**src/hw/fpba_map.svh**
```systemverilog
// Purpose: Register map, field positions and reset values of the arbiter.
// Assumes: One 32-bit control word at a single address on the plain port.
// Notes:   Used by fpba_pkg users and the arbiter core.
`ifndef FPBA_MAP_SVH
`define FPBA_MAP_SVH

`define FPBA_ADDR_W          4
`define FPBA_CTRL_ADDR       4'h0
`define FPBA_STAT_ADDR       4'h4
`define FPBA_CTRL_WMASK      32'h03FF7F00
`define FPBA_CTRL_RESET      32'h00E10000
`define FPBA_BIT_BOOST       25
`define FPBA_BIT_WIDTH24     24
`define FPBA_POS_PRI_ETH     22
`define FPBA_POS_PRI_DMA     20
`define FPBA_POS_PRI_CORE    18
`define FPBA_POS_PRI_INT     16
`define FPBA_BIT_FIXED       14
`define FPBA_BIT_STARVE      13
`define FPBA_BIT_PARKTOP     12
`define FPBA_POS_LIMIT       8
`define FPBA_DEF_PRI_ETH     2'h3
`define FPBA_DEF_PRI_DMA     2'h2
`define FPBA_DEF_PRI_INT     2'h1
`define FPBA_DEF_PRI_CORE    2'h0
`define FPBA_PORT_CORE       2'h0
`define FPBA_PORT_INT        2'h1
`define FPBA_PORT_DMA        2'h2
`define FPBA_PORT_ETH        2'h3

`endif

```
**src/hw/fpba_pkg.sv**
```systemverilog
// Purpose: Types shared by the four-port bus arbiter.
// Assumes: Four masters, two-bit port index.
// Notes:   Constants live in fpba_map.svh.
package fpba_pkg;

   typedef logic [1:0] fpba_port_t;
   typedef logic [3:0] fpba_req_t;

   // Decoded control word
   typedef struct packed {
      logic       boostEn;
      logic       width24;
      logic [1:0] priEth;
      logic [1:0] priDma;
      logic [1:0] priCore;
      logic [1:0] priInt;
      logic       fixedMode;
      logic       starveEn;
      logic       parkTop;
      logic [3:0] limitExp;
   } fpba_ctrl_s;

   // Register port request
   typedef struct packed {
      logic [3:0]  addr;
      logic [31:0] wdata;
      logic        wr;
      logic        rd;
   } fpba_regreq_s;

   typedef enum logic [1:0] {
      FPBA_IDLE  = 2'b00,
      FPBA_OWNED = 2'b01,
      FPBA_PARK  = 2'b11
   } fpba_state_e;

endpackage

```
**src/hw/fpba_arbiter.sv**
```systemverilog
// Purpose: Four-port pipelined bus arbiter with control register.
// Assumes: Masters hold req until done; addrFree marks a free address phase.
// Notes:   Plain register port, read data one cycle after the read strobe.
`timescale 1ns/1ps
`include "fpba_map.svh"

module fpba_arbiter #(
   parameter int CNT_W = 16
) (
   input  wire logic                core_clk,
   input  wire logic                reset,
   input  wire logic [3:0]          regAddr,
   input  wire logic [31:0]         regWdata,
   input  wire logic                regWr,
   input  wire logic                regRd,
   output logic      [31:0]         regRdata,
   input  wire logic [3:0]          busReq,
   input  wire logic [3:0]          xferDone,
   input  wire logic                addrFree,
   input  wire logic                dmaBoostReq,
   output logic      [3:0]          busGrant,
   output logic      [1:0]          busOwner,
   output logic                     ownerValid,
   output logic                     dmaCountWidth24
);

   ////////////////////////////////////////////////////////////////////////
   // Register port
   logic [31:0]          ctrl_r;
   logic [31:0]          rdata_r;
   logic [31:0]          rdataNxt;
   fpba_pkg::fpba_ctrl_s cfg;
   logic                 wrCtrl;
   logic                 rdCtrl;
   logic                 rdStat;
   logic [31:0]          statusWord;
   fpba_pkg::fpba_regreq_s regReq;

   // Bundle the plain port so decode reads one carrier
   assign regReq.addr  = regAddr;
   assign regReq.wdata = regWdata;
   assign regReq.wr    = regWr;
   assign regReq.rd    = regRd;

   assign wrCtrl = regReq.wr && (regReq.addr == `FPBA_CTRL_ADDR);
   assign rdCtrl = regReq.rd && (regReq.addr == `FPBA_CTRL_ADDR);
   assign rdStat = regReq.rd && (regReq.addr == `FPBA_STAT_ADDR);

   assign cfg.boostEn   = ctrl_r[`FPBA_BIT_BOOST];
   assign cfg.width24   = ctrl_r[`FPBA_BIT_WIDTH24];
   assign cfg.priEth    = ctrl_r[`FPBA_POS_PRI_ETH+:2];
   assign cfg.priDma    = ctrl_r[`FPBA_POS_PRI_DMA+:2];
   assign cfg.priCore   = ctrl_r[`FPBA_POS_PRI_CORE+:2];
   assign cfg.priInt    = ctrl_r[`FPBA_POS_PRI_INT+:2];
   assign cfg.fixedMode = ctrl_r[`FPBA_BIT_FIXED];
   assign cfg.starveEn  = ctrl_r[`FPBA_BIT_STARVE];
   assign cfg.parkTop   = ctrl_r[`FPBA_BIT_PARKTOP];
   assign cfg.limitExp  = ctrl_r[`FPBA_POS_LIMIT+:4];

   assign dmaCountWidth24 = cfg.width24;

   ////////////////////////////////////////////////////////////////////////
   // Priority table
   logic [1:0] priRaw [4];
   logic [1:0] pri    [4];
   logic       priUnique;

   assign priRaw[0] = cfg.priCore;
   assign priRaw[1] = cfg.priInt;
   assign priRaw[2] = cfg.priDma;
   assign priRaw[3] = cfg.priEth;

   assign priUnique = (priRaw[0] != priRaw[1]) && (priRaw[0] != priRaw[2])
                   && (priRaw[0] != priRaw[3]) && (priRaw[1] != priRaw[2])
                   && (priRaw[1] != priRaw[3]) && (priRaw[2] != priRaw[3]);

   assign pri[0] = priUnique ? priRaw[0] : `FPBA_DEF_PRI_CORE;
   assign pri[1] = priUnique ? priRaw[1] : `FPBA_DEF_PRI_INT;
   assign pri[2] = priUnique ? priRaw[2] : `FPBA_DEF_PRI_DMA;
   assign pri[3] = priUnique ? priRaw[3] : `FPBA_DEF_PRI_ETH;

   ////////////////////////////////////////////////////////////////////////
   // Arbitration state
   fpba_pkg::fpba_state_e state_r;
   fpba_pkg::fpba_state_e stateNxt;
   logic [1:0]            ptr_r;
   logic [1:0]            ptrNxt;
   logic [1:0]            owner_r;
   logic [1:0]            ownerNxt;
   logic [1:0]            last_r;
   logic                  valid_r;
   logic                  validNxt;
   logic [3:0]            lockOut;
   logic                  useRr;
   logic [3:0]            candReq;
   logic [3:0]            denied;
   logic                  immGrant;
   logic                  ownerBusy;
   logic [1:0]            winner;
   logic                  anyCand;
   logic [1:0]            topPort;
   logic [1:0]            parkPtr;
   logic [3:0]            ownerMask;
   logic                  starveOn;

   ////////////////////////////////////////////////////////////////////////
   // Helper functions

   // One-hot mask of a port index
   function automatic logic [3:0] port_bit(input logic [1:0] idx);
      return 4'h1 << idx;
   endfunction

   // Best requester by score: effective priority plus DMA boost
   function automatic logic [1:0] pick_best(
      input logic [3:0] req,
      input logic [1:0] base,
      input logic       rr,
      input logic       boost,
      input logic [1:0] p0,
      input logic [1:0] p1,
      input logic [1:0] p2,
      input logic [1:0] p3
   );
      logic [1:0] pv [4];
      logic [2:0] score;
      logic [2:0] best;
      logic [1:0] sel;
      logic [1:0] eff;
      logic       found;
      pv[0] = p0;
      pv[1] = p1;
      pv[2] = p2;
      pv[3] = p3;
      best  = 3'h0;
      sel   = 2'h0;
      found = 1'b0;
      for (int i = 0; i < 4; i++) begin
         eff   = rr ? 2'(pv[i] + base) : pv[i];
         score = {1'b0, eff};
         if (boost && (2'(i) == `FPBA_PORT_DMA)) score = 3'h4;
         // Strictly greater, so ties keep the lower port
         if (req[i] && (!found || (score > best))) begin
            best  = score;
            sel   = 2'(i);
            found = 1'b1;
         end
      end
      return sel;
   endfunction

   assign useRr = !cfg.fixedMode || (|lockOut);

   assign ownerBusy = valid_r && busReq[owner_r] && !xferDone[owner_r];

   assign immGrant = !ownerBusy && addrFree && busReq[ptr_r];

   always_comb begin
      candReq = busReq;
      if (immGrant) candReq[ptr_r] = 1'b0;
      if (ownerBusy) candReq[owner_r] = 1'b0;
   end
   assign anyCand = |candReq;

   assign winner = pick_best(candReq,
                             immGrant ? pri[ptr_r] : pri[owner_r],
                             useRr, cfg.boostEn && dmaBoostReq,
                             pri[0], pri[1], pri[2], pri[3]);
   assign topPort = pick_best(4'hF, 2'h0, 1'b0, 1'b0,
                              pri[0], pri[1], pri[2], pri[3]);

   assign parkPtr = cfg.parkTop ? topPort : last_r;

   ////////////////////////////////////////////////////////////////////////
   // Next-state logic

   always_comb begin
      stateNxt = state_r;
      ptrNxt   = ptr_r;
      ownerNxt = owner_r;
      validNxt = ownerBusy;
      if (immGrant) begin
         ownerNxt = ptr_r;
         validNxt = 1'b1;
      end
      case (state_r)
         fpba_pkg::FPBA_IDLE,
         fpba_pkg::FPBA_OWNED,
         fpba_pkg::FPBA_PARK: begin
            if (anyCand) begin
               ptrNxt   = winner;
               stateNxt = fpba_pkg::FPBA_OWNED;
            end else if (!immGrant && !ownerBusy && !busReq[ptr_r]) begin
               ptrNxt   = parkPtr;
               stateNxt = fpba_pkg::FPBA_PARK;
            end
         end
         default: stateNxt = fpba_pkg::FPBA_IDLE;
      endcase
   end

   assign starveOn  = cfg.fixedMode && cfg.starveEn;
   // Busy owner is served, not starving
   assign ownerMask = ownerBusy ? port_bit(owner_r) : 4'h0;
   assign denied    = starveOn ? (busReq & ~busGrant & ~ownerMask) : 4'h0;

   fpba_starve_cnt #(
      .CNT_W (CNT_W)
   ) uStarve (
      .core_clk (core_clk),
      .reset    (reset),
      .countEn  (starveOn),
      .denied   (denied),
      .limitExp (cfg.limitExp),
      .lockOut  (lockOut)
   );

   assign busGrant   = immGrant ? port_bit(ptr_r) : 4'h0;
   assign busOwner   = owner_r;
   assign ownerValid = valid_r;

   ////////////////////////////////////////////////////////////////////////
   // Registers
   // synchronous update and reset
   always_ff @(posedge core_clk) begin
      if (reset) begin
         state_r <= fpba_pkg::FPBA_IDLE;
         ptr_r   <= `FPBA_PORT_ETH;
         owner_r <= `FPBA_PORT_CORE;
         last_r  <= `FPBA_PORT_ETH;
         valid_r <= 1'b0;
      end else begin
         state_r <= stateNxt;
         ptr_r   <= ptrNxt;
         owner_r <= ownerNxt;
         valid_r <= validNxt;
         if (immGrant) last_r <= ptr_r;
      end
   end

   always_ff @(posedge core_clk) begin
      if (reset) begin
         ctrl_r <= `FPBA_CTRL_RESET;
      end else if (wrCtrl) begin
         ctrl_r <= regReq.wdata & `FPBA_CTRL_WMASK;
      end
   end

   // Status: lock-out flags, owner valid, owner, pointer
   assign statusWord = {20'h00000, lockOut, 1'b0, valid_r, owner_r,
                        2'h0, ptr_r};

   // Unmapped or idle reads return zero
   assign rdataNxt = rdCtrl ? ctrl_r :
                     rdStat ? statusWord : 32'h00000000;

   always_ff @(posedge core_clk) begin
      if (reset) rdata_r <= 32'h00000000;
      else rdata_r <= rdataNxt;
   end
   assign regRdata = rdata_r;

endmodule // fpba_arbiter

```
**src/hw/fpba_starve_cnt.sv**
```systemverilog
// Purpose: Per-master starvation counters with lock-out flags.
// Assumes: Counters run only in fixed mode with counting enabled.
// Notes:   A flag clears when its master gets the bus or stops asking.
`timescale 1ns/1ps
`include "fpba_map.svh"

module fpba_starve_cnt #(
   parameter int CNT_W = 16
) (
   input  wire logic             core_clk,
   input  wire logic             reset,
   input  wire logic             countEn,
   input  wire logic [3:0]       denied,
   input  wire logic [3:0]       limitExp,
   output logic      [3:0]       lockOut
);

   logic [CNT_W-1:0] cnt_r [4];
   logic [3:0]       lockOut_r;
   logic [CNT_W:0]   limitVal;

   assign limitVal = (CNT_W+1)'(1) << limitExp;
   assign lockOut  = lockOut_r;

   always_ff @(posedge core_clk) begin
      for (int i = 0; i < 4; i++) begin
         if (reset || !countEn || !denied[i]) begin
            cnt_r[i]     <= '0;
            lockOut_r[i] <= 1'b0;
         end else begin
            if (!(&cnt_r[i])) cnt_r[i] <= cnt_r[i] + 1'b1;
            if ({1'b0, cnt_r[i]} + 1'b1 >= limitVal) begin
               lockOut_r[i] <= 1'b1;
            end
         end
      end
   end

endmodule // fpba_starve_cnt

```
**config.mk**
```make
export PLATFORM = sky130hd
export DESIGN_NAME = fpba_arbiter
export DESIGN_NICKNAME = d
export VERILOG_FILES = /design/src/hw/fpba_pkg.sv /design/src/hw/fpba_arbiter.sv /design/src/hw/fpba_starve_cnt.sv
export VERILOG_INCLUDE_DIRS = /design/src /design/src/hw
export SDC_FILE = /design/constraint.sdc
export NUM_CORES = 1
export LEC_CHECK = 0
export ABC_CLOCK_PERIOD_IN_PS = 6000
export CAP_MARGIN = 40
export CORE_ASPECT_RATIO = 0.7
export CORE_MARGIN = 3
export CORE_UTILIZATION = 30
export DETAILED_ROUTE_END_ITERATION = 16
export DONT_BUFFER_PORTS = 1
export PLACE_DENSITY = 0.5
export SYNTH_ARGS = -nofsm -noshare
export SYNTH_HDL_FRONTEND = slang
export SYNTH_SLANG_ARGS = --single-unit
export TNS_END_PERCENT = 5
```
**constraint.sdc**
```tcl
create_clock -name core_clk -period 6 [get_ports core_clk]
set_input_delay 0 -clock core_clk [delete_from_list [all_inputs] [get_ports core_clk]]
set_output_delay 0 -clock core_clk [all_outputs]
set_load 0.01 [all_outputs]
```
* After elaboration in Yosys (flattened, before gate mapping)
Memory sizes are Yosys's and may differ from the RTL's. Cells that the tools add are included.
Word-level totals: flip-flop bits (word level) 62, bits in writable memories 64, input port bits 50, output and inout port bits 40, word-level logic and storage cells 206, memories 1
Operators by class: add/sub/neg operators 12, magnitude comparators 16, equal/unequal tests 9, shifts and indexed selects 3, mux-type cells 77, bitwise gates (word level) 16, reductions and logical operators 58
Memory list:
- uStarve.cnt_r | words 4, bits a word 16, read ports 4, clocked after memory_dff 0, write ports 4, line fpba_starve_cnt.sv:18 | logic [CNT_W-1:0] cnt_r [4];
Operators with widths (count):
- $add 16x1->17 const B | 4
- $ge 17x17->1 | 4
- $add 16x1->16 const B | 4
- $mux 16 | 4
- $reduce_and 16->1 | 4
- $mux 2 | 23
- $mux 1 | 33
- $mux 26 | 1
- $logic_and 1x1->1 | 21
- $mux 4 | 5
- $shl 1x4->17 const A | 1
- $and 4x4->4 | 4
- $not 4->4 | 4
- $logic_not 1->1 | 13
- $gt 2x3->1 | 4
- $mux 12 | 1
- $ne 2x2->1 | 6
- $logic_or 1x1->1 | 9
- $mux 3 | 3
- $add 2x2->2 | 4
- $bmux 2 s2 | 2
- $reduce_or 4->1 | 2
- $shl 1x2->4 const A | 2
- $bmux 1 s2 | 3
- other kinds (19) | 30

* Longest topological paths before layout
Gate-level depths: netlist (run 1).
word-level depth 27, depth in mapped cells 34, mapped depth without buffers 32

* By module
From an unflattened synthesis (run 1), not the netlist that was laid out.
Second synthesis, totals: cell total of the unflattened synthesis 867, area total of the unflattened synthesis 8136.6 um2
Modules (own cells, without submodules):
- fpba_starve_cnt | times used 1, cells each 481, area each 5073.6 um2, sequential area each 2001.9 um2
- fpba_arbiter | times used 1, cells each 386, area each 3062.9 um2, sequential area each 960.9 um2

* Least setup slack after synthesis (run 1)
Ideal clock, no wire load.
kind flip-flop to flip-flop, start register ctrl_r[18], end register ptr_r[1], library setup time 78 ps, arrival 6322 ps, required time 5922 ps, slack -400 ps, stages on the path, launching flop included 33, path buffers 2, period minus slack after synthesis 6400 ps, path through dfxtp_1 buf_2 xnor2_1 a22oi_1 and3_1 clkbuf_1 nand2_1 mux4_2 mux2i_1 ha_1 or4_1 a21oi_1 or4_1 o31a_1 ha_1 a21oi_1 a21oi_1 o21a_1 or3_1 o21ai_1 ha_1 inv_1 a21oi_1 a21oi_1 a21oi_1 a21oi_1 and3_1 mux2_4 a31oi_2 ha_1 a2111oi_0 a211oi_1 a32oi_1
On the way: longest elaborated chain between the ends 27, elaborated cells on any way between the ends 56, those cells by class add/sub: 4; order compare: 6; eq/ne: 3; mux: 30; reduce/logical: 13
Ends and longest elaborated chain:
- start: declaration | line fpba_arbiter.sv:29 | logic [31:0] ctrl_r;
- start signal: assignment | line fpba_arbiter.sv:243 | ctrl_r <= `FPBA_CTRL_RESET;
- start signal: assignment | line fpba_arbiter.sv:245 | ctrl_r <= regReq.wdata & `FPBA_CTRL_WMASK;
- $ne 2x2->1 | line fpba_arbiter.sv:73 | assign priUnique = (priRaw[0] != priRaw[1]) && (priRaw[0] != priRaw[2])
- $logic_and 1x1->1 | line fpba_arbiter.sv:73
- $logic_and 1x1->1 (2 in a row) | line fpba_arbiter.sv:74 | && (priRaw[0] != priRaw[3]) && (priRaw[1] != priRaw[2])
- $logic_and 1x1->1 (2 in a row) | line fpba_arbiter.sv:75 | && (priRaw[1] != priRaw[3]) && (priRaw[2] != priRaw[3]);
- $mux 2 (no source line)
- $bmux 2 s2 | line fpba_arbiter.sv:166 | immGrant ? pri[ptr_r] : pri[owner_r],
- $mux 2 (not written as such) (2 in a row) | line fpba_arbiter.sv:166
- $mux 2 | line fpba_arbiter.sv:166
- (+8 left out)
- $logic_or 1x1->1 | line fpba_arbiter.sv:143 | if (req[i] && (!found || (score > best))) begin
- $logic_and 1x1->1 | line fpba_arbiter.sv:143
- $mux 3 or $mux 1 (tied branches) | line fpba_arbiter.sv:143
- $gt 2x3->1 or $logic_not 1->1 (tied branches) | line fpba_arbiter.sv:143
- $logic_or 1x1->1 | line fpba_arbiter.sv:143
- $logic_and 1x1->1 | line fpba_arbiter.sv:143
- $mux 2 | line fpba_arbiter.sv:143
- $mux 2 * | line fpba_arbiter.sv:190 | if (anyCand) begin
- end signal: assignment | line fpba_arbiter.sv:228 | ptr_r <= `FPBA_PORT_ETH;
- end signal: assignment | line fpba_arbiter.sv:234 | ptr_r <= ptrNxt;
- end: declaration | line fpba_arbiter.sv:86 | logic [1:0] ptr_r;
Mark *: on every way between the ends. The rest lies on a longest branch, timed or not. The select of a mux whose other input is x is not followed. A chain may end at the register's enable or synchronous reset.

* Worst setup path in the final report (run 1)
start register ctrl_r[20], end register ptr_r[1]
The elaborated chain is that of the path after synthesis.

==> run_results.csv, run 1 <==
group,metric,value,unit
global_routing,overflow,0,
logic_synthesis,synth_flop_cell,"edfxtp_1",
detailed_routing,dr.pass1.iters,5,
cells_and_area,fillers,2686,
placement,place_ws,-0.1935,ns
floorplan,die_w,203.3,µm
pwr,seqPwrFrac,31.3,%
clock_network,numClockSinks,116,
logic_synthesis,ys_warn_count,0,
clock_network,root_buffer,"clkbuf_16",
cells_and_area,nets,1082,
floorplan,die_height,144.1,µm
pwr,combPwrFrac,29.6,%
cells_and_area,layout-drive-gt1-share,15.33,%
logic_synthesis,synthTopCellsByCount,"nand2_1 (93), ha_1 (86), edfxtp_1 (64), nor2b_1 (63)",
sta,min_period,5.832,ns
sta,final_hold_viol_count,0,
logic_synthesis,netlist_area,8175,µm²
critical_path,endpoint_kind,"flip-flop",
placement,gp_congestion,0.8494,
detailed_routing,wl,23.54,mm
critical_path,crit_path_max_incr_delay,0.49,ns
critical_path,r2r_setup_slack,0.17,ns
logic_synthesis,synth_top_area_share,23.51,%
global_routing,grt_max_degree,28,
logic_synthesis,synthDistinctLibCells,63,
global_routing,antenna_found_initial,0,
cells_and_area,syn2layout_area_growth,22.10,%
global_routing,grt_pass1_wl,36.78,mm
pwr,switchingPower,0.8621,mW
critical_path,path_class,"flip-flop to flip-flop",
floorplan,coreArea,26240,µm²
critical_path,crit_fanout,6,
floorplan,rows,49,
critical_path,slowest_stage,"mux4_2",
pwr,power.total,2.748,mW
sta,timing.final.ws_setup,0.1680,ns
pwr,intPower,1.886,mW
logic_synthesis,yosysMostFrequentCell,"nand2_1",
critical_path,startpoint_type,"flip-flop",
pwr,p_per_area,275.3,nW/µm²
detailed_routing,drt-wirelength-per-cell,17.87,µm
clock_network,htree_levels,4,
global_routing,gr-usage-all-layers,16.20,%
sta,relSlewSlack,43.56,%
sta,rsz0062_at_grt,"yes",
sta,setup_viol,0,
pwr,clock_power_share,39.1,%
job,drv_cap,0,
clock_network,clk_pin_slew,0.06,ns
worst_hold_path,hold_path_class,"input pin to flip-flop",
logic_synthesis,synth_top_cell_by_area,"edfxtp_1",
logic_synthesis,async_flop_share,0,%
logic_synthesis,ys_ff_latch,116,
detailed_routing,drc,0,
clock_network,numCtsBuffers,17,
detailed_routing,vias,6707,
clock_network,clk_path_buf_depth,2,
critical_path,arrival,6.18,ns
pwr,switching_share,31.37,%
pwr,max-vdd-ir-drop,0.0001970,V
logic_synthesis,synthCells,882,
sta,tns,0,ns
clock_network,insertion_delay,0.43,ns
global_routing,grt_pass1_vias,6381,
critical_path,path_common_cell,"a21oi_2",
outcome,status,"finished clean",
detailed_routing,ant_nets,0,
sta,finClkSkew,0.01122,ns
detailed_routing,dr.first_iter.drc_count,437,
floorplan,start_util,31.16,%
logic_synthesis,yosys-top-cells-area,"edfxtp_1 (24%), ha_1 (13%), dfxtp_1 (13%)",
sta,drv_slew,0,
sta,period_share,97.20,%
logic_synthesis,avgSynthCellArea,9.269,µm²
clock_network,cts_tree,"yes",
critical_path,cp.required,6.34,ns
logic_synthesis,synth_edf_count,64,
sta,worst_slew_pin_slew,0.8434,ns
logic_synthesis,synth.yosys.seq_area_share,36.24,%
sta,max_freq,171.5,MHz
detailed_routing,vias_per_cell,5.093,
floorplan,io_pins,90,
placement,portBuffers,0,
placement,place_hpwl,17.80,mm
pwr,leakage,4.161,nW
floorplan,dieArea,29300,µm²
==> critical path, delay by kind of cell (launching register included) <==
kind                     cells  cell delay [ns]
adder cells (fa/ha/maj)      4             0.83
multiplexers                 3             0.97
XOR/XNOR                     1             0.14
buffers and inverters        1             0.04
AO/OA/AOI/OAI               15             1.98
flip-flops                   1             0.38
AND/OR/NAND/NOR              6             1.42
==> worst paths after layout <==
check | from | end | cells past startpoint
min | regRd | regRdata[1]$_SDFF_PP0_ | 2
max | ctrl_r[20]$_SDFFE_PP0P_ | ptr_r[1]$_SDFFE_PP1P_ | 30
min reg2reg | last_r[0]$_SDFFE_PP1N_ | last_r[0]$_SDFFE_PP1N_ | 2
max reg2reg | ctrl_r[20]$_SDFFE_PP0P_ | ptr_r[1]$_SDFFE_PP1P_ | 30
==> layer usage <==
| layer | GRT usage (%) | share of wire (%) |
|---|---|---|
| met5 | 0 | 0 |
| met4 | 3.294 | 0.57 |
| met3 | 4.612 | 6.9 |
| met2 | 22.47 | 39 |
| met1 | 24.73 | 53 |
==> metrics by stage <==
| stage | std cells | area (µm²) | hold WS [ns] | utilization (%) |
|---|---|---|---|---|
| floorplan | 891 | 8308 | 0.1241 | - |
| global placement | 1254 | 8890 | 0.07242 | 33.88 |
| detailed placement | 1255 | 8901 | 0.07481 | 33.92 |
| CTS | 1310 | 9781 | 0.01081 | 37.27 |
| global route | 1316 | 9980 | 0.01981 | 38.03 |
| finish | 1317 | 9982 | 0.02578 | 38.04 |
==> final cells by class <==
cell class                 count  area (µm²)  area share (%)
timing repair buffer          82       694.4           6.957
clock buffer                  18       450.4           4.512
inverter                      25       96.34          0.9652
multi-input combinational    704        5145           51.54
tap                          357       446.7           4.475
sequential                   116        2983           29.88
clock inverter                14       163.9           1.642
antenna                        1       2.502         0.02507
==> kinds of logic after synthesis <==
family / after synthesis / share of synthesized area (%)
AND/OR/NAND/NOR: 383 / 24.76
AO/OA/AOI/OAI: 136 / 11.23
flip-flops: 116 / 36.24
adder cells (fa/ha/maj): 86 / 13.16
XOR/XNOR: 72 / 7.714
buffers and inverters: 71 / 3.964
multiplexers: 17 / 2.877
other: 1 / 0.04587
==> registers in the layout (all words and copies together), names as in the netlist <==
name / cells
regRdata: 22
busOwner: 2
ctrl_r: 17
last_r: 2
uStarve.lockOut: 4
ptr_r: 2
ownerValid: 1
state_r: 2
uStarve.cnt_r: 64
==> power groups by stage <==
stage / logic, mW / clock network [mW] / registers, mW
global placement: 0.639 / 0 / 0.878
detailed placement: 0.636 / 0 / 0.878
CTS: 0.666 / 1.09 / 0.861
global route: 0.883 / 1.13 / 0.861
finish: 0.813 / 1.08 / 0.860
floorplan: 0.428 / 0 / 0.875
==> cells in the final DEF, fill, tap and decap left out, drive strengths merged, types with 11 or more instances in the layout <==
cell / count
nand4: 22
o21a: 21
nor3: 11
dfxtp: 52
nand3: 41
nor2: 47
inv: 32
edfxtp: 64
clkbuf: 18
dlygate4sd3: 22
and2: 19
a21oi: 46
o21ai: 19
xnor2: 52
nand2: 93
and3: 40
nor2b: 63
ha: 86
xor2: 20
buf: 59
==> what timing repair did <==
item | in CTS | in global routing
resized for setup | 15 | 21
buffers inserted | 1 | 5
endpoints found under the hold margin | 44 | 0
setup endpoints to repair | 2 | 2
pin swaps | 7 | 7
hold buffers | 22 | 0
Note: power is estimated with default switching activity, not from simulation.
==> run 2, diff against run 1 <==
--- a/config.mk
+++ b/config.mk
@@ -13,7 +13,7 @@
 export CORE_UTILIZATION = 30
 export DETAILED_ROUTE_END_ITERATION = 16
 export DONT_BUFFER_PORTS = 1
-export PLACE_DENSITY = 0.5
+export PLACE_DENSITY = 0.56
 export SYNTH_ARGS = -nofsm -noshare
 export SYNTH_HDL_FRONTEND = slang
 export SYNTH_SLANG_ARGS = --single-unit
==> run 2 against run 1 <==
Critical path depth up 1. Clock power down 9%. Global-route usage down 0.59 points. Combinational power down 3.3%. Sequential power about the same. Register-to-register slack worse by 0.07 ns. First-iteration DRC count up 3.4%. Highest routed layer unchanged.
==> run_results.csv, run 2 (synthesized netlist as in run 1, its figures left out) <==
group,metric,value,unit
cells_and_area,final_cell_mix,"nand2_1 (91), ha_1 (80), edfxtp_1 (64)",
sta,period_share,98.28,%
placement,dp_cells,1253,
detailed_routing,wl,22.51,mm
clock_network,clk_pin_slew,0.06,ns
cells_and_area,final_cells,1312,
critical_path,endpoint_kind,"flip-flop",
placement,dpl_cell_area,8876,µm²
global_routing,grt_max_degree,29,
pwr,power.total,2.627,mW
global_routing,grt_pass1_vias,6418,
critical_path,slowest_stage,"mux4_2",
critical_path,arrival,6.19,ns
critical_path,regToRegStartpoint,"ctrl_r[19]$_SDFFE_PP0P_",
global_routing,gr-usage-all-layers,15.61,%
critical_path,startpoint_type,"flip-flop",
cells_and_area,syn2layout_area_growth,20.80,%
clock_network,cts_tree,"yes",
global_routing,grt_pass1_wl,35.75,mm
global_routing,antenna_found_initial,1,
worst_hold_path,whs_path_depth,3,
critical_path,path_common_cell,"a21oi_2",
floorplan,dieArea,29300,µm²
global_routing,overflow,0,
floorplan,die_height,144.1,µm
detailed_routing,vias_per_cell,5.009,
sta,relSlewSlack,48.27,%
cells_and_area,antenna_cells,0,
sta,final_hold_viol_count,0,
worst_hold_path,hold_path_class,"input pin to flip-flop",
pwr,leakage,4.106,nW
pwr,max-vdd-ir-drop,0.0001529,V
cells_and_area,largest_reg_flops,64,
detailed_routing,vias,6572,
detailed_routing,dr.first_iter.drc_count,452,
detailed_routing,dr.pass1.iters,7,
sta,worst_slew_pin_slew,0.7737,ns
floorplan,coreArea,26240,µm²
critical_path,critPathBufInv,1,
critical_path,critical-path-top-delay-family,"compound AO/OA/AOI/OAI gates",
placement,place_hpwl,17.22,mm
detailed_routing,ant_nets,0,
sta,rsz0062_at_grt,"yes",
floorplan,rows,49,
clock_network,insertion_delay,0.43,ns
cells_and_area,fin_area,9876,µm²
cells_and_area,nets,1078,
clock_network,numClockSinks,116,
sta,max_freq,169.6,MHz
sta,drv_slew,0,
critical_path,crit_path_max_incr_delay,0.50,ns
placement,gp_congestion,0.8580,
cells_and_area,fillers,2664,
critical_path,path_class,"flip-flop to flip-flop",
floorplan,die_w,203.3,µm
cells_and_area,final_common_cell,"nand2_1",
critical_path,r2r_setup_slack,0.10,ns
sta,finClkSkew,0.01142,ns
critical_path,r2r-end,"ptr_r[0]$_SDFFE_PP1P_",
detailed_routing,drt-wirelength-per-cell,17.16,µm
worst_hold_path,hp-start,"regAddr[3]",
clock_network,numCtsBuffers,17,
job,drv_cap,0,
critical_path,cp.required,6.29,ns
sta,min_period,5.897,ns
worst_hold_path,min_delay_worst_endpoint,"regRdata[10]$_SDFF_PP0_",
outcome,status,"finished clean",
clock_network,htree_levels,4,
detailed_routing,drc,0,
clock_network,clk_path_buf_depth,2,
cells_and_area,layout-drive-gt1-share,14.97,%
critical_path,reg2reg_depth,31,
cells_and_area,top_register,"uStarve.cnt_r",
sta,tns,0,ns
floorplan,io_pins,90,
placement,portBuffers,0,
sta,setup_viol,0,
critical_path,crit_fanout,6,
floorplan,start_util,31.16,%
pwr,p_per_area,266.0,nW/µm²
clock_network,root_buffer,"clkbuf_16",
## run 2: changes by cell type in the layout (fill, tap and decap cells not counted), sizes merged
cell and change:
buf -3, inv -3, bufinv -2, clkbuf +2
clkinvlp +2, clkdlybuf4s15 -1, clkinv +1, diode -1
## run 2: worst max-delay path by stage
stage / end / slack, ns / from / cells after the start
after floorplan: ptr_r[1]$_SDFFE_PP1P_ / 0.06 / busOwner[1]$_SDFFE_PP0N_ / 31
after global placement: ptr_r[1]$_SDFFE_PP1P_ / -0.06 / ctrl_r[21]$_SDFFE_PP1P_ / 31
after detailed placement: ptr_r[0]$_SDFFE_PP1P_ / -0.30 / ctrl_r[21]$_SDFFE_PP1P_ / 31
after CTS: ptr_r[0]$_SDFFE_PP1P_ / -0.01 / ctrl_r[20]$_SDFFE_PP0P_ / 31
after global routing: ptr_r[0]$_SDFFE_PP1P_ / -0.13 / ctrl_r[20]$_SDFFE_PP0P_ / 31
final: ptr_r[0]$_SDFFE_PP1P_ / 0.10 / ctrl_r[19]$_SDFFE_PP0P_ / 31
## run 2: timing repair
| action | CTS | global route |
|---|---|---|
| hold endpoints to repair | 48 | 0 |
| pin swaps | 8 | 8 |
| hold buffers | 22 | 0 |
| buffers inserted | 2 | 2 |
| setup endpoints to repair | 2 | 2 |
| gates resized for setup | 22 | 13 |
## run 2: final cells by class
cell class	count	area [µm²]	area share, %
multi-input cells	704	5141	52.06
flip-flops and latches	116	2978	30.15
repair buffers	78	641.9	6.499
clock buffers	20	478.0	4.840
well taps	357	446.7	4.523
inverters	25	96.34	0.9755
clock inverters	12	93.84	0.9502
## run 2: per-layer routing
metal  global-route usage, %  part of all wire, %  vias to the layer above
met2                   21.29                   39                      167
met3                   4.049                  6.3                       14
li1                        -                    -                     3292
met4                   3.873                 0.89                        0
met1                   24.10                   54                     3099
met5                       0                    0                        -
## run 2: report_power, final
| part | switching (mW) | internal [mW] | leakage, nW |
|---|---|---|---|
| sequential | 0.0143 | 0.845 | 1.21 |
| clock | 0.402 | 0.579 | 0.279 |
| combinational | 0.411 | 0.375 | 2.62 |
## run 2: metrics by stage
stage	setup WS, ns	hold slack, ns	util (%)
4_1_cts	-0.01493	0.01660	37.27
5_1_grt	-0.1264	0.04719	37.64
3_5_place_dp	-0.3001	0.07416	33.83
2_1_floorplan	0.05881	0.1241	-
3_3_place_gp	-0.05952	0.07400	33.76
6_report	0.1029	0.02947	37.64
## run 2: worst register-to-register path, delay by kind of cell, from the launching register on
kind / cells / cell delay (ns)
flops: 1 / 0.36
compound gates: 16 / 2.00
xor+xnor: 1 / 0.15
mux: 3 / 0.97
buf+inv: 1 / 0.04
simple gates: 6 / 1.40
fa+ha+maj: 4 / 0.84
==> run 3, diff against run 2 <==
--- a/config.mk
+++ b/config.mk
@@ -10,10 +10,10 @@
 export CAP_MARGIN = 40
 export CORE_ASPECT_RATIO = 0.7
 export CORE_MARGIN = 3
-export CORE_UTILIZATION = 30
+export CORE_UTILIZATION = 45
 export DETAILED_ROUTE_END_ITERATION = 16
 export DONT_BUFFER_PORTS = 1
-export PLACE_DENSITY = 0.56
+export PLACE_DENSITY = 0.73
 export SYNTH_ARGS = -nofsm -noshare
 export SYNTH_HDL_FRONTEND = slang
 export SYNTH_SLANG_ARGS = --single-unit
==> run 3 against run 2 <==
The flow now finishes with violations (setup timing). Via count is 5.4% higher. Global-route usage is 6.5 points higher. Maximum frequency is 1.7% lower. Clock skew is 0.0017 ns lower. Routed wire length is 2.5% lower. Worst setup slack worse by 0.10 ns. Count of clock-buffer cells in the layout is 3 lower. Cell area is 0.82% lower. Sequential share of layout area is 0.33 points higher. Worst hold slack worse by 0.0077 ns. Clock power is 3.1% lower. Flip-flop and latch count stayed put. Critical endpoint unchanged. Largest cell class unchanged.
==> run_results.csv, run 3 (synthesized netlist as in run 1, its figures left out) <==
group,metric,value,unit
outcome,status,"complete, but fails checks",
outcome,violations,"setup timing",
pwr,p_per_area,273.9,nW/µm²
worst_hold_path,whs_path_depth,5,
cells_and_area,top_register,"uStarve.cnt_r",
placement,dp_cells,1125,
sta,setup_viol,1,
floorplan,coreArea,17470,µm²
sta,final_hold_viol_count,0,
critical_path,reg2reg_depth,31,
sta,relSlewSlack,42.21,%
critical_path,startpoint_type,"flip-flop",
placement,gp_congestion,0.9156,
clock_network,insertion_delay,0.43,ns
detailed_routing,dr.pass1.iters,5,
floorplan,die_w,167.1,µm
pwr,max-vdd-ir-drop,0.0001992,V
critical_path,regToRegStartpoint,"ctrl_r[18]$_SDFFE_PP0P_",
worst_hold_path,min_delay_worst_endpoint,"uStarve.lockOut[1]$_SDFFE_PP0P_",
critical_path,path_common_cell,"a21oi_2",
critical_path,r2r-end,"ptr_r[0]$_SDFFE_PP1P_",
global_routing,overflow,0,
critical_path,crit_fanout,5,
critical_path,crit_path_max_incr_delay,0.49,ns
cells_and_area,antenna_cells,0,
sta,tns,-0.0008433,ns
global_routing,grt_pass1_wl,35.01,mm
cells_and_area,final_cell_mix,"nand2_1 (90), ha_1 (80), edfxtp_1 (64)",
sta,rsz0062_at_grt,"yes",
sta,worst_slew_pin_slew,0.8590,ns
clock_network,htree_levels,4,
cells_and_area,syn2layout_area_growth,19.80,%
worst_hold_path,hold_path_class,"input pin to flip-flop",
detailed_routing,dr.first_iter.drc_count,622,
sta,drv_slew,0,
detailed_routing,ant_nets,0,
sta,period_share,100.0,%
floorplan,dieArea,19850,µm²
placement,place_hpwl,16.08,mm
clock_network,numClockSinks,116,
detailed_routing,vias_per_cell,5.808,
critical_path,arrival,6.34,ns
clock_network,numCtsBuffers,17,
critical_path,path_class,"flip-flop to flip-flop",
cells_and_area,layout-drive-gt1-share,16.53,%
cells_and_area,largest_reg_flops,64,
clock_network,cts_tree,"yes",
global_routing,grt_max_degree,29,
cells_and_area,nets,1085,
pwr,leakage,4.155,nW
floorplan,die_height,118.8,µm
critical_path,cp.required,6.34,ns
sta,min_period,6.001,ns
worst_hold_path,hp-start,"busReq[1]",
critical_path,slowest_stage,"mux4_2",
detailed_routing,drt-wirelength-per-cell,18.39,µm
critical_path,r2r_setup_slack,-0.0008,ns
detailed_routing,wl,21.94,mm
detailed_routing,drc,0,
global_routing,grt_pass1_vias,6500,
floorplan,io_pins,90,
sta,finClkSkew,0.009694,ns
sta,max_freq,166.6,MHz
sta,timing.final.ws_setup,-0.0008433,ns
cells_and_area,final_common_cell,"nand2_1",
placement,portBuffers,0,
cells_and_area,final_cells,1193,
detailed_routing,vias,6929,
global_routing,antenna_found_initial,0,
clock_network,clk_path_buf_depth,2,
floorplan,start_util,46.81,%
sta,whs,0.02178,ns
floorplan,rows,40,
global_routing,gr-usage-all-layers,22.15,%
job,drv_cap,0,
clock_network,clk_pin_slew,0.06,ns
critical_path,endpoint_kind,"flip-flop",
clock_network,root_buffer,"clkbuf_16",
run 3: critical path: cells and delay by family, from the launching register on:
| kind | cells | cell delay, ns |
|---|---|---|
| adder cells (fa/ha/maj) | 4 | 0.90 |
| buffers and inverters | 3 | 0.19 |
| flip-flops | 1 | 0.36 |
| XOR/XNOR | 1 | 0.23 |
| AO/OA/AOI/OAI | 14 | 1.83 |
| AND/OR/NAND/NOR | 6 | 1.44 |
| multiplexers | 3 | 0.98 |
run 3: what timing repair did:
item,in CTS,in global routing
pin swaps,16,13
resized for setup,29,18
buffers inserted,10,3
hold endpoints to repair,38,0
setup endpoints to repair,2,2
hold buffers,22,0
run 3: worst max path at each step:
stage	startpoint	end	slack, ns
final	ctrl_r[18]$_SDFFE_PP0P_	ptr_r[0]$_SDFFE_PP1P_	-0.0008
after global routing	ctrl_r[18]$_SDFFE_PP0P_	ptr_r[0]$_SDFFE_PP1P_	-0.27
after CTS	ctrl_r[20]$_SDFFE_PP0P_	ptr_r[0]$_SDFFE_PP1P_	-0.03
after detailed placement	ctrl_r[17]$_SDFFE_PP0P_	ptr_r[1]$_SDFFE_PP1P_	-0.32
after global placement	ctrl_r[17]$_SDFFE_PP0P_	ptr_r[1]$_SDFFE_PP1P_	-0.05
after floorplan	busOwner[1]$_SDFFE_PP0N_	ptr_r[1]$_SDFFE_PP1P_	0.06
run 3: metrics by stage:
| step | setup slack (ns) | power [mW] | util, % | instance area (µm²) |
|---|---|---|---|---|
| after floorplan | 0.05881 | 1.303 | - | 8308 |
| after global placement | -0.05479 | 1.466 | 49.86 | 8710 |
| after detailed placement | -0.3245 | 1.483 | 49.86 | 8710 |
| after CTS | -0.03128 | 2.607 | 55.41 | 9678 |
| after global routing | -0.2653 | 2.786 | 56.07 | 9794 |
| final | -0.0008433 | 2.682 | 56.07 | 9794 |
run 3: area by class of cell:
class / instances / area (µm²)
fillers: 1466 / 7672
clock buffers: 17 / 425.4
clock inverters: 15 / 121.4
inverters: 25 / 96.34
repair buffers: 85 / 704.4
multi-input cells: 704 / 5172
flip-flops and latches: 116 / 2985
well taps: 231 / 289.0
run 3: report_power, final:
part / leakage [nW] / total (mW) / internal (mW) / switching (mW)
Sequential: 1.21 / 0.859 / 0.844 / 0.0153
Clock: 0.268 / 0.951 / 0.537 / 0.414
Combinational: 2.67 / 0.872 / 0.429 / 0.443
run 3: metal layers:
metal,vias to the layer above,GRT usage [%],wire length [µm]
li1,3315,-,-
met2,273,31.52,9118
met1,3325,33.21,10830
met3,16,5.817,1787
met5,-,0,0
met4,0,5.564,204
